--- config.mk ---
export PLATFORM = sky130hd
export DESIGN_NAME = abe_block_enable_control
export DESIGN_NICKNAME = d
export VERILOG_FILES = /design/src/logic/abe_pkg.sv /design/src/logic/abe_temp_if.sv /design/src/logic/abe_block_enable_control.sv /design/src/logic/abe_temp_seq.sv
export SDC_FILE = /design/constraint.sdc
export NUM_CORES = 1
export LEC_CHECK = 0
export BUFFER_PORTS_ARGS = -buffer_cell sky130_fd_sc_hd__buf_4
export CORE_UTILIZATION = 41
export DETAILED_ROUTE_END_ITERATION = 8
export PLACE_DENSITY = 0.75
export SLEW_MARGIN = 10
export SYNTH_ARGS = -nofsm -noshare
export SYNTH_HDL_FRONTEND = slang
export SYNTH_SLANG_ARGS = --single-unit
--- constraint.sdc ---
create_clock -name clk_sys -period 1.6 [get_ports clk_sys]
set_clock_uncertainty 0.15 [all_clocks]
set_input_delay 0.32 -clock clk_sys [delete_from_list [all_inputs] [get_ports clk_sys]]
set_output_delay 0.32 -clock clk_sys [all_outputs]
set_load 0.1 [all_outputs]
--- src/logic/abe_pkg.sv ---
// Package for the analog block enable control register bank.
// Assumes one system clock; all users import abe_pkg::*.
package abe_pkg;

   ////////////////////////////////////////////////////////////////////////
   // Register bus geometry and map
   localparam int          ABE_ADDR_W     = 8;
   localparam int          ABE_DATA_W     = 32;
   localparam int          ABE_TEMP_W     = 16;
   localparam logic [7:0]  ABE_CFG_OFS    = 8'h00;
   localparam logic [7:0]  ABE_RESULT_OFS = 8'h04;
   localparam logic [7:0]  ABE_STATUS_OFS = 8'h08;

   ////////////////////////////////////////////////////////////////////////
   // Configuration register fields
   localparam int          ABE_WAVE_BIT   = 14;
   localparam int          ABE_TCONV_BIT  = 13;
   localparam int          ABE_TSENS_BIT  = 12;
   localparam int          ABE_TIA_BIT    = 11;
   localparam int          ABE_INAMP_BIT  = 10;
   localparam int          ABE_EXBUF_BIT  = 9;
   localparam int          ABE_RUN_BIT    = 8;
   localparam int          ABE_PWR_BIT    = 7;
   localparam int          ABE_DAC_BIT    = 6;
   localparam int          ABE_REFOFF_BIT = 5;
   localparam logic [31:0] ABE_CFG_MASK   = 32'h0000_7FE0;
   localparam logic [31:0] ABE_CFG_RESET  = 32'h0000_0000;

   ////////////////////////////////////////////////////////////////////////
   // Status register fields
   localparam int          ABE_ST_BUSY_BIT  = 0;
   localparam int          ABE_ST_VALID_BIT = 1;

   ////////////////////////////////////////////////////////////////////////
   // Temperature conversion sequencer states
   typedef enum logic [1:0] {
      ABE_TS_IDLE,
      ABE_TS_START,
      ABE_TS_WAIT
   } abe_ts_state_t;

endpackage

--- src/logic/abe_temp_if.sv ---
// Interface between the register bank and its temperature sequencer.
// Assumes both ends run on the same system clock.
interface abe_temp_if #(
   parameter int TEMP_W = 16
);
   logic              req;
   logic              abort;
   logic              busy;
   logic              done;
   logic [TEMP_W-1:0] result;
   logic              adc_start;
   logic              adc_done;
   logic [TEMP_W-1:0] adc_data;

   modport ctl (
      output req,
      output abort,
      output adc_done,
      output adc_data,
      input  busy,
      input  done,
      input  result,
      input  adc_start
   );

   modport seq (
      input  req,
      input  abort,
      input  adc_done,
      input  adc_data,
      output busy,
      output done,
      output result,
      output adc_start
   );
endinterface

--- src/logic/abe_block_enable_control.sv ---
// Analog block enable register bank with temperature conversion control.
// Assumes a single-cycle register port and a converter that pulses done.
//
// Strobed register access and the placing of the registers were left to the implementer.

////////////////////////////////////////////////////////////////////////////
// Behaviour
// - Bit 14 enables the waveform generator
// - Bit 13 starts temperature conversion, stores result
// - Bit 12 powers the temperature sensor
// - Temperature reading needs bits 12 and 13
// - Bit 11 enables the fast transimpedance amplifier
// - Bit 10 enables the excitation instrumentation amplifier
// - Bit 9 enables the excitation buffer
// - Bit 8 gates converter conversions
// - Bit 7 powers the converter
// - Bit 6 enables fast DAC, not generator
// - Bit 5 set powers down the reference
module abe_block_enable_control
   import abe_pkg::*;
#(
   parameter int ADDR_W = ABE_ADDR_W,
   parameter int TEMP_W = ABE_TEMP_W
) (
   input  wire logic              clk_sys,
   input  wire logic              rst_n,
   input  wire logic [ADDR_W-1:0] reg_addr,
   input  wire logic [31:0]       reg_wdata,
   input  wire logic              reg_wr,
   input  wire logic              reg_rd,
   output wire logic [31:0]       reg_rdata,
   output wire logic              wave_generator_on,
   output wire logic              temp_conversion_trigger,
   output wire logic              temp_sensor_power,
   output wire logic              fast_transimpedance_on,
   output wire logic              excitation_amp_on,
   output wire logic              excitation_buffer_on,
   output wire logic              converter_run,
   output wire logic              converter_power,
   output wire logic              fast_dac_on,
   output wire logic              high_power_ref_off,
   output wire logic              temp_conv_start,
   input  wire logic              temp_conv_done,
   input  wire logic [TEMP_W-1:0] temp_conv_data
);

   ////////////////////////////////////////////////////////////////////////
   // State

   typedef struct packed {
      logic [31:0] cfg;
      logic [31:0] rdata;
      logic        run;
      logic        valid;
   } abe_bank_t;

   abe_bank_t q, d;

   abe_temp_if #(.TEMP_W(TEMP_W)) tif ();

   logic cfg_sel;
   logic cfg_wr;
   logic temp_req;

   ////////////////////////////////////////////////////////////////////////
   // Decode

   assign cfg_sel  = (reg_addr == ADDR_W'(ABE_CFG_OFS));
   assign cfg_wr   = reg_wr && cfg_sel;
   // A conversion is asked for only when the write leaves both bits set
   assign temp_req = cfg_wr && reg_wdata[ABE_TCONV_BIT]
                     && reg_wdata[ABE_TSENS_BIT];

   ////////////////////////////////////////////////////////////////////////
   // Next state

   always_comb begin
      d       = q;
      d.rdata = 32'h0000_0000;

      if (cfg_wr) begin
         d.cfg = reg_wdata & ABE_CFG_MASK;
      end

      // Run reaches the converter only while it is powered
      d.run = d.cfg[ABE_RUN_BIT] && d.cfg[ABE_PWR_BIT];

      // Set wins over the clear; a refused request leaves valid alone
      d.valid = tif.done
                || (q.valid && !(temp_req && !tif.busy));

      if (reg_rd) begin
         case (reg_addr)
            ADDR_W'(ABE_CFG_OFS): begin
               d.rdata = q.cfg;
            end
            ADDR_W'(ABE_RESULT_OFS): begin
               d.rdata = 32'(tif.result);
            end
            ADDR_W'(ABE_STATUS_OFS): begin
               d.rdata[ABE_ST_BUSY_BIT]  = tif.busy;
               d.rdata[ABE_ST_VALID_BIT] = q.valid;
            end
            default: begin
               d.rdata = 32'h0000_0000;
            end
         endcase
      end
   end

   always_ff @(posedge clk_sys) begin
      if (!rst_n) begin
         q <= '{cfg: ABE_CFG_RESET, rdata: 32'h0000_0000, run: 1'b0,
                valid: 1'b0};
      end else begin
         q <= d;
      end
   end

   ////////////////////////////////////////////////////////////////////////
   // Temperature sequencer

   assign tif.req      = temp_req;
   // Clearing either bit ends a conversion in flight
   assign tif.abort    = !(q.cfg[ABE_TSENS_BIT] && q.cfg[ABE_TCONV_BIT]);
   assign tif.adc_done = temp_conv_done;
   assign tif.adc_data = temp_conv_data;

   abe_temp_seq #(
      .TEMP_W (TEMP_W)
   ) u_temp_seq (
      .clk_sys (clk_sys),
      .rst_n   (rst_n),
      .tif     (tif.seq)
   );

   ////////////////////////////////////////////////////////////////////////
   // Outputs, each a flip-flop

   assign reg_rdata               = q.rdata;
   assign wave_generator_on       = q.cfg[ABE_WAVE_BIT];
   assign temp_conversion_trigger = q.cfg[ABE_TCONV_BIT];
   assign temp_sensor_power       = q.cfg[ABE_TSENS_BIT];
   assign fast_transimpedance_on  = q.cfg[ABE_TIA_BIT];
   assign excitation_amp_on       = q.cfg[ABE_INAMP_BIT];
   assign excitation_buffer_on    = q.cfg[ABE_EXBUF_BIT];
   assign converter_run           = q.run;
   assign converter_power         = q.cfg[ABE_PWR_BIT];
   // Generator has its own bit; DAC bit leaves it alone
   assign fast_dac_on             = q.cfg[ABE_DAC_BIT];
   // Inverted sense: one means the reference is off
   assign high_power_ref_off      = q.cfg[ABE_REFOFF_BIT];
   assign temp_conv_start         = tif.adc_start;
endmodule

--- src/logic/abe_temp_seq.sv ---
// Temperature conversion sequencer: one conversion per request.
// Assumes the converter answers a start pulse with a done pulse and data.
module abe_temp_seq
   import abe_pkg::*;
#(
   parameter int TEMP_W = ABE_TEMP_W
) (
   input  wire logic clk_sys,
   input  wire logic rst_n,
   abe_temp_if.seq   tif
);

   typedef struct packed {
      abe_ts_state_t     state;
      logic              start;
      logic              busy;
      logic              done;
      logic [TEMP_W-1:0] result;
   } abe_ts_t;

   abe_ts_t q, d;

   always_comb begin
      d       = q;
      d.start = 1'b0;
      d.done  = 1'b0;
      case (q.state)
         ABE_TS_IDLE: begin
            // Requests while busy are dropped, not queued
            // Abort lags the write by a cycle, so it cannot veto here
            if (tif.req) begin
               d.state = ABE_TS_START;
               d.start = 1'b1;
               d.busy  = 1'b1;
            end
         end
         ABE_TS_START: begin
            d.state = tif.abort ? ABE_TS_IDLE : ABE_TS_WAIT;
            d.busy  = !tif.abort;
         end
         ABE_TS_WAIT: begin
            if (tif.abort) begin
               d.state = ABE_TS_IDLE;
               d.busy  = 1'b0;
            end else if (tif.adc_done) begin
               d.state  = ABE_TS_IDLE;
               d.busy   = 1'b0;
               d.done   = 1'b1;
               d.result = tif.adc_data;
            end
         end
         default: begin
            d.state = ABE_TS_IDLE;
            d.busy  = 1'b0;
         end
      endcase
   end

   always_ff @(posedge clk_sys) begin
      if (!rst_n) begin
         q <= '{state: ABE_TS_IDLE, start: 1'b0, busy: 1'b0, done: 1'b0,
                result: '0};
      end else begin
         q <= d;
      end
   end

   assign tif.adc_start = q.start;
   assign tif.busy      = q.busy;
   assign tif.done      = q.done;
   assign tif.result    = q.result;
endmodule

After elaboration in Yosys (flattened, before gate mapping). Cells that the tools add are included. Widths: inputs -> output; s select.

Word-level logic and storage cells: 44. Bits in registers: 65. Input port bits: 61.

Reduce and logical (&&, ||, !) cells: 17. Multiplexer cells: 11. Equality and inequality tests: 6.

Operator list (count): $pmux 14 s2 (1); $mux 18 (1); $mux 9 (1); $eq 8x3->1 const B (1); $eq 8x4->1 const B (1); $logic_not 8->1 (1); $logic_and 1x1->1 (7); $mux 2 (3); $pmux 2 s3 (1); $reduce_and 2->1 (3); $reduce_and 3->1 (2); $mux 4 (1); $pmux 2 s2 (1); $ne 3x3->1 const B (1); $pmux 1 s3 (1); $eq 2x1->1 const B (1); $eq 2x2->1 const B (1); $logic_not 1->1 (2); $logic_not 2->1 (1); $ne 2x2->1 const B (1); $logic_or 1x1->1 (1); $mux 1 (1).

Depth between registers and ports, before layout. Gate-level depths: netlist (run 1).

Depth after elaboration: 8. Depth in mapped cells: 5. Mapped depth without buffers: 3.

By module. A second synthesis (run 1) with hierarchy kept.

Cell total of the unflattened synthesis: 246. Area total of the unflattened synthesis: 2326.0 um^2.

Modules (own cells, without submodules): abe_block_enable_control (sequential area each 560.5 um^2, times used 1, area each 1356.3 um^2, cells an instance 142); abe_temp_seq (sequential area each 420.4 um^2, times used 1, area each 969.7 um^2, cells an instance 104).

Worst setup path before layout (run 1). Ideal clock, no wire load.

Path kind: register to register. From: register q, in the netlist temp_sensor_power. To: register u_temp_seq.q, in the netlist u_temp_seq.tif.result[10]. Stages on the path, launching flop included: 6. Arrival: 1.892 ns. Setup slack: -0.513 ns. Library setup time: 0.070 ns. Path through: dfxtp_1 -> and4b_1 -> clkbuf_1 -> buf_2 -> nand3_1 -> a21oi_1.

Longest elaborated chain between the ends: 2.

Ends and longest elaborated chain: start, declared (RTL line abe_block_enable_control.sv:57) `abe_bank_t q, d;`; start signal, assigned (RTL line abe_block_enable_control.sv:113) `q <= '{cfg: ABE_CFG_RESET, rdata: 32'h0000_0000, run: 1'b0,`; $logic_and 1x1->1 (RTL line abe_block_enable_control.sv:125) `assign tif.abort = !(q.cfg[ABE_TSENS_BIT] && q.cfg[ABE_TCONV_BIT]);`; $reduce_and 3->1 (no line); end signal, assigned (RTL line abe_temp_seq.sv:61) `q <= '{state: ABE_TS_IDLE, start: 1'b0, busy: 1'b0, done: 1'b0,`; end, declared (RTL line abe_temp_seq.sv:21) `abe_ts_t q, d;`.

No other way between the ends. A chain may end at the register's enable or synchronous reset.

Worst setup path in the final report (run 1).
From: input reg_addr[7]. To: register u_temp_seq.q, in the netlist u_temp_seq.tif.busy.

Longest elaborated chain between the ends: 6.

Ends and longest elaborated chain: start, declared (RTL line abe_block_enable_control.sv:27) `input wire logic [ADDR_W-1:0] reg_addr,`; $logic_not 8->1; $logic_and 1x1->1 (RTL line abe_block_enable_control.sv:69) `assign cfg_wr = reg_wr && cfg_sel;`; $logic_and 1x1->1 (RTL line abe_block_enable_control.sv:71) `assign temp_req = cfg_wr && reg_wdata[ABE_TCONV_BIT]`; $logic_and 1x1->1 (RTL line abe_block_enable_control.sv:72) `&& reg_wdata[ABE_TSENS_BIT];`; $ne 2x2->1 (no line); $reduce_and 2->1 (no line).

No other way between the ends.

==> out/results.ini, run 1 <==
[run_status]
outcome = completed

[worst_setup_path]
rr_startpoint = u_temp_seq.q[20]
cp-end-kind = flop
crit_type = in -> reg
crit_arrival_ns = 1.59
start_kind = primary input
timing.rr.end = u_temp_seq.tif.result[13]
r2r_slack_ns = 0.16
worst-r2r-cell-count = 4
required_ns = 1.70
crit_fanout = 4

[place]
hpwl_mm = 3.501
io_buffers = 65
placed_area_um2 = 2633
pre_cts_slack_ns = -0.2021
place.gp.congestion = 0.7980

[global_routing]
antenna_found_initial = 0
grt_overflow = 0
grt_max_degree = 27
grt_pass1_vias = 1667
grt_pass1_wl_mm = 7.700
grt_use_total = 0.1834

[clocking]
cts_made_buffers = 5
clk_pin_slew_worst_paths_ns = 0.09
htree_levels = 2
ctsResizeCount = 0
postCtsSetupRepairBufs = 0
cts.sinks = 49
cts_tree = done
clock_latency_ns = 0.30
cts_hold_buf = 0
cts-root-buf = clkbuf_8
clk_path_buf_depth = 2

[pwr]
power_density_nw_per_um2 = 832.5
p_leak_uw = 0.001120
ir_drop_mv = 0.3025

[drt]
via_count = 1839
post-route-drc-count = 0
post_drt_via_cell_ratio = 4.970
wl_mm = 4.793
drt_iter0_drc = 172
wl_per_cell_um = 12.95
firstDrtPassIters = 4
ant_nets = 0

[yosys]
yosysUniqueCellTypes = 32
synth-seq-cells = 49
yosysWarningCount = 0
ys_seq_area_frac = 0.4537
synth_ff_type = dfxtp_1
syn_area_um2 = 2162
synth_edf_count = 0
async_reset_ff_frac = 0
synth_area_per_cell_um2 = 8.934
synth_cells = 242

[sta]
min_period_over_period = 0.9367
setup_viol = 0
timing.fmax_mhz = 667.2
hold_ws_ns = 0.1257
grt_setup_unrepaired = no
fin_crit_ns = 1.499
setup_slack_ns = 0.1012
slew_violations = 0
hold_viol_final = 0

[floorplanning]
start_util = 0.4233
core_area_um2 = 5107
die_h_um = 74.62
io_pins = 104
rows = 26
die_x_um = 74.62
die_area_um2 = 5567

[hold_path]
hp-class = in -> reg
hold_depth = 3
hp-start = temp_conv_data[7]
hold_end = u_temp_seq.tif.result[7]

[job]
maxCapViolCount = 0

[final_layout]
fin_util = 0.5316
n_antenna_cell = 0
fillers = 486
area_growth_pct = 25.58
nNetsFinal = 360
drive_gt1_frac = 0.3233
finalInstanceArea_um2 = 2715

-- how the worst max path moves through the flow --
stage	startpoint	end	slack [ns]	cells after the start
final	reg_addr[7]	u_temp_seq.tif.busy	0.10	4
after CTS	reg_addr[7]	u_temp_seq.tif.busy	0.11	4
after global placement	reg_addr[7]	u_temp_seq.tif.busy	-0.20	4
after floorplan	reg_addr[7]	u_temp_seq.tif.busy	-0.02	3
after global routing	reg_addr[7]	wave_generator_on	0.05	5
after detailed placement	reg_addr[7]	u_temp_seq.tif.busy	-0.20	4
-- critical path: stages --
cell     delay [ns]
buf_4          0.11
or4_4          0.58
nor4_4         0.36
o221a_2        0.23
-- logic make-up (layout without fill, tap and decap cells) --
family | after synthesis | after routing | synth area share
multiplexers | 13 | 13 | 0.06018
buffers and inverters | 49 | 92 | 0.1429
flip-flops | 49 | 49 | 0.4537
other | 1 | 16 | 0.001734
AO/OA/AOI/OAI | 56 | 56 | 0.1452
AND/OR/NAND/NOR | 74 | 74 | 0.1962
-- per-stage QoR --
| step | TNS, ns | instances | power (µW) |
|---|---|---|---|
| 2_1_floorplan | -0.06692 | 257 | 1503 |
| 3_3_place_gp | -3.001 | 362 | 1585 |
| 3_5_place_dp | -3.207 | 362 | 1587 |
| 4_1_cts | 0 | 370 | 2271 |
| 5_1_grt | 0 | 370 | 2340 |
| 6_report | 0 | 370 | 2260 |
-- sequential cells by signal (all words and copies together) (netlist names) --
| signal | flops |
|---|---|
| reg_rdata | 16 |
| u_temp_seq.tif.result | 16 |
| q | 2 |
| u_temp_seq.q | 2 |
| converter_power | 1 |
| converter_run | 1 |
| excitation_amp_on | 1 |
| excitation_buffer_on | 1 |
| fast_dac_on | 1 |
| fast_transimpedance_on | 1 |
| high_power_ref_off | 1 |
| temp_conversion_trigger | 1 |
| temp_sensor_power | 1 |
| u_temp_seq.tif.adc_start | 1 |
| u_temp_seq.tif.busy | 1 |
| u_temp_seq.tif.done | 1 |
| wave_generator_on | 1 |
-- power breakdown --
| part | internal (µW) | total, µW | leakage, µW | switching [µW] |
|---|---|---|---|---|
| combinational | 91.7 | 343 | 0.000679 | 251 |
| sequential | 1220 | 1220 | 0.000396 | 0.386 |
| clock | 304 | 702 | 0.0000450 | 398 |
| total | 1610 | 2260 | 0.00112 | 650 |
-- Yosys cell counts (5+ instances only) --
| library cell | n | area share |
|---|---|---|
| dfxtp_1 | 49 | 0.45 |
| buf_4 | 33 | 0.11 |
| a21oi_1 | 27 | 0.063 |
| nand3_1 | 20 | 0.046 |
| o21ai_0 | 17 | 0.039 |
| nor2_1 | 16 | 0.028 |
| mux2i_1 | 13 | 0.060 |
| nand4_1 | 10 | 0.029 |
| o31ai_1 | 9 | 0.031 |
| clkbuf_1 | 8 | 0.014 |
| buf_1 | 5 | 0.0087 |
-- cell usage in the layout (no fill, tap or decap), types with 2 or more instances in the layout --
cell type,Yosys,routed
and2_1,4,4
conb_1,1,16
dfxtp_4,0,2
clkinv_2,0,2
nand3_1,20,20
mux2i_1,13,13
o21ai_0,17,17
a22oi_1,2,2
clkbuf_8,0,5
nand4_1,10,10
nor3_1,4,3
buf_4,33,82
and3_1,2,2
nor2_1,16,16
or3_1,2,2
a21oi_1,27,27
dfxtp_1,49,47
o31ai_1,9,9
nand2_1,4,4
nor2b_1,3,3
-- layer usage --
layer | GRT usage | share of wire | vias up
met3 | 0.05756 | 0.058 | 4
li1 | - | - | 926
met4 | 0.05660 | 0.0065 | 0
met2 | 0.2943 | 0.48 | 60
met1 | 0.2366 | 0.46 | 849
met5 | 0 | 0 | -
-- final cells by class --
type,count,area [µm²],area share
clock buffer,6,72.57,0.02673
clock inverter,2,10.01,0.003687
inverter,2,7.507,0.002765
multi-input combinational,159,933.4,0.3438
sequential,49,988.4,0.3641
tap,70,87.58,0.03226
timing repair buffer,82,615.6,0.2267
Note: power is estimated with default switching activity, not from simulation.
==> inputs of run 2 (changes only) <==
- CORE_UTILIZATION: 41 -> 42
- SYNTH_HIERARCHICAL: unset -> 1
==> run 2 against run 1 <==
Effect of this change: the run now ends with negative setup slack left; register-to-register slack gained 0.03 ns; global-route usage decreased by 3.5 points; clock-buffer cell count is the same; setup slack worse by 0.15 ns; final area up 1.9%.
==> out/results.ini, run 2 <==
[run_status]
outcome = finished with violations
violations = negative setup slack

[drt]
firstDrtPassIters = 4  ; unchanged
via_count = 1570  ; -15%
ant_nets = 0  ; unchanged
top_layer = met4
post-route-drc-count = 0  ; unchanged
post_drt_via_cell_ratio = 4.435  ; -11%
drt_iter0_drc = 79  ; -54%
wl_mm = 4.349  ; -9.3%
met2_length_mm = 2.068  ; -9.5%
wl_per_cell_um = 12.29  ; -5.2%
wl_met3_um = 255  ; -7.6%
wl_met1_mm = 1.935  ; -12%

[worst_setup_path]
crit_fanout = 6  ; +2
worst-r2r-cell-count = 4  ; unchanged
start_kind = primary input
timing.rr.end = u_temp_seq/tif.result[12]
r2r_slack_ns = 0.19  ; +0.03 ns
crit_arrival_ns = 1.73  ; +0.14 ns
crit_type = in -> reg
cp-end-kind = flop
crit_slowest_cell = or4_4
rr_startpoint = temp_sensor_power
required_ns = 1.67  ; -0.03 ns
critPathMaxStageDelay_ns = 0.56  ; -0.02 ns
crit_chain = buf_6 -> or4_4 -> nor4_4 -> buf_4 -> buf_8 -> mux2i_1

[pwr]
power_uw = 2438  ; +7.9%
p_leak_uw = 0.001159  ; +3.5%
ir_drop_mv = 0.3676  ; +22%
power_density_nw_per_um2 = 881.4  ; +5.9%

[yosys]
yosysUniqueCellTypes = 32  ; unchanged
yosysMostFrequentCell = nand2_1
syn_area_um2 = 2326  ; +7.6%
synth.largest_area_cell = dfxtp_1
async_reset_ff_frac = 0  ; unchanged
synth_ff_type = dfxtp_1
yosysTopAreaCellShare = 0.4217  ; -0.03197
synth_commonest_cells = nand2_1 (54), buf_4 (49), dfxtp_1 (49)
ys_seq_area_frac = 0.4217  ; -0.03197
synth-seq-cells = 49  ; unchanged
synth_area_per_cell_um2 = 9.455  ; +5.8%
synth_area_leaders = dfxtp_1 (42%), mux2i_1 (16%), buf_4 (16%), nand2_1 (8.7%), nor2_2 (2.7%)
yosysWarningCount = 6  ; +6
synth_edf_count = 0  ; unchanged
synth_cells = 246  ; +1.7%

[place]
hpwl_mm = 3.170  ; -9.5%
pre_cts_slack_ns = -0.3568  ; -0.1547 ns
place.gp.congestion = 0.7730  ; -3.1%
io_buffers = 65  ; unchanged

[global_routing]
grt_overflow = 0  ; unchanged
grt_use_total = 0.1481  ; -0.03531
grt_pass1_vias = 1468  ; -12%
grt_max_degree = 59  ; +120%
grt_pass1_wl_mm = 6.782  ; -12%
antenna_found_initial = 0  ; unchanged

[clocking]
clk_pin_slew_worst_paths_ns = 0.09  ; about the same
htree_levels = 2  ; unchanged
clock_latency_ns = 0.30  ; about the same
cts_made_buffers = 5  ; unchanged
cts.sinks = 49  ; unchanged
cts_tree = done
cts-root-buf = clkbuf_8
clk_path_buf_depth = 2  ; unchanged

[final_layout]
fin_util = 0.5315  ; about the same
nNetsFinal = 344  ; -4.4%
layout_commonest_cell = buf_4
final_cell_mix = buf_4 (69), nand2_1 (53), dfxtp_1 (47)
area_growth_pct = 18.93
fillers = 494  ; +1.6%
drive_gt1_frac = 0.3768  ; +0.05343
n_antenna_cell = 0  ; unchanged

[hold_path]
hp-class = in -> reg
hp-start = reg_wdata[13]
hold_depth = 2  ; -1
hold_end = q[0]

[floorplanning]
start_util = 0.4469  ; +0.02355
die_area_um2 = 5840  ; +4.9%
die_x_um = 76.42  ; +2.4%
core_area_um2 = 5205  ; +1.9%
die_h_um = 76.42  ; +2.4%
rows = 26  ; unchanged
io_pins = 104  ; unchanged

[sta]
hold_viol_final = 0  ; unchanged
slew_violations = 0  ; unchanged
grt_setup_unrepaired = yes
min_period_over_period = 1.032  ; +0.09502
setup_viol = 21  ; +21
fin_crit_ns = 1.651  ; +0.1520 ns
timing.fmax_mhz = 605.8  ; -9.2%
setup_slack_ns = -0.05081  ; -0.1520 ns
finalSetupTns_ns = -0.5141  ; -0.5141 ns

[job]
maxCapViolCount = 0  ; unchanged

run 2: cell types whose count changed after synthesis, sizes merged, moves of 4 or more:
cell    before  now
nand2        4   54
a21oi       27    2
mux2i       13   37
nand3       20    2
buf         39   56
o21ai       17    1
nand4       10    0
o31ai        9    0
clkbuf       8    3
nor3         5    1
run 2: worst max path at each step:
stage           startpoint                        to  slack, ns
2_1_floorplan  reg_addr[7]       u_temp_seq/tif.busy      -0.26
3_3_place_gp   reg_addr[7]  u_temp_seq/tif.adc_start      -0.35
3_5_place_dp   reg_addr[7]       u_temp_seq/tif.busy      -0.36
4_1_cts        reg_addr[7]              reg_rdata[5]      -0.02
5_1_grt        reg_addr[7]       u_temp_seq/tif.busy      -0.10
6_report       reg_addr[7]   temp_conversion_trigger      -0.05
run 2: where the power goes:
part           switching [µW]  internal, µW  total, µW
sequential              0.333          1220       1220
clock                     400           508        908
combinational             228          86.9        315
total                     628          1810       2440
run 2: per-layer routing:
layer / vias up / GRT usage
li1: 810 / -
met1: 704 / 0.1743
met2: 49 / 0.2477
met3: 7 / 0.03713
met4: 0 / 0.07692
met5: - / 0
run 2: critical path: cells and delay by family:
family | cells | cell delay (ns)
buf+inv | 3 | 0.41
simple gates | 2 | 0.81
mux | 1 | 0.18
run 2: layout make-up:
cell class                      count  area (µm²)  share of cell area
Clock buffer                        6       82.58             0.02985
Clock inverter                      2       37.54             0.01357
Multi-Input combinational cell    153       979.7              0.3541
Sequential cell                    49       988.4              0.3573
Tap cell                           70       87.58             0.03166
Timing Repair Buffer               74       590.6              0.2135
run 2: kinds of logic after synthesis:
family / share of synthesized area
and+or+nand+nor: 0.2071
buffers and inverters: 0.1888
DFF: 0.4217
muxes: 0.1592
AOI/OAI and AO/OA: 0.02151
other: 0.001612
run 2: metrics by stage:
stage          cells  hold WS [ns]  cell area (µm²)
3_5_place_dp     344        0.2950             2601
5_1_grt          354       0.09547             2766
2_1_floorplan    261        0.2851             2404
3_3_place_gp     344        0.2894             2601
6_report         354        0.1043             2766
4_1_cts          352       0.08409             2729
run 2: timing repair:
item                       4_1_cts  5_1_grt
cloned                           0        1
pin swaps                        2        2
setup endpoints to repair       25       25
resized for setup                2        7
hold buffers                     0        0
buffers inserted                 0        1
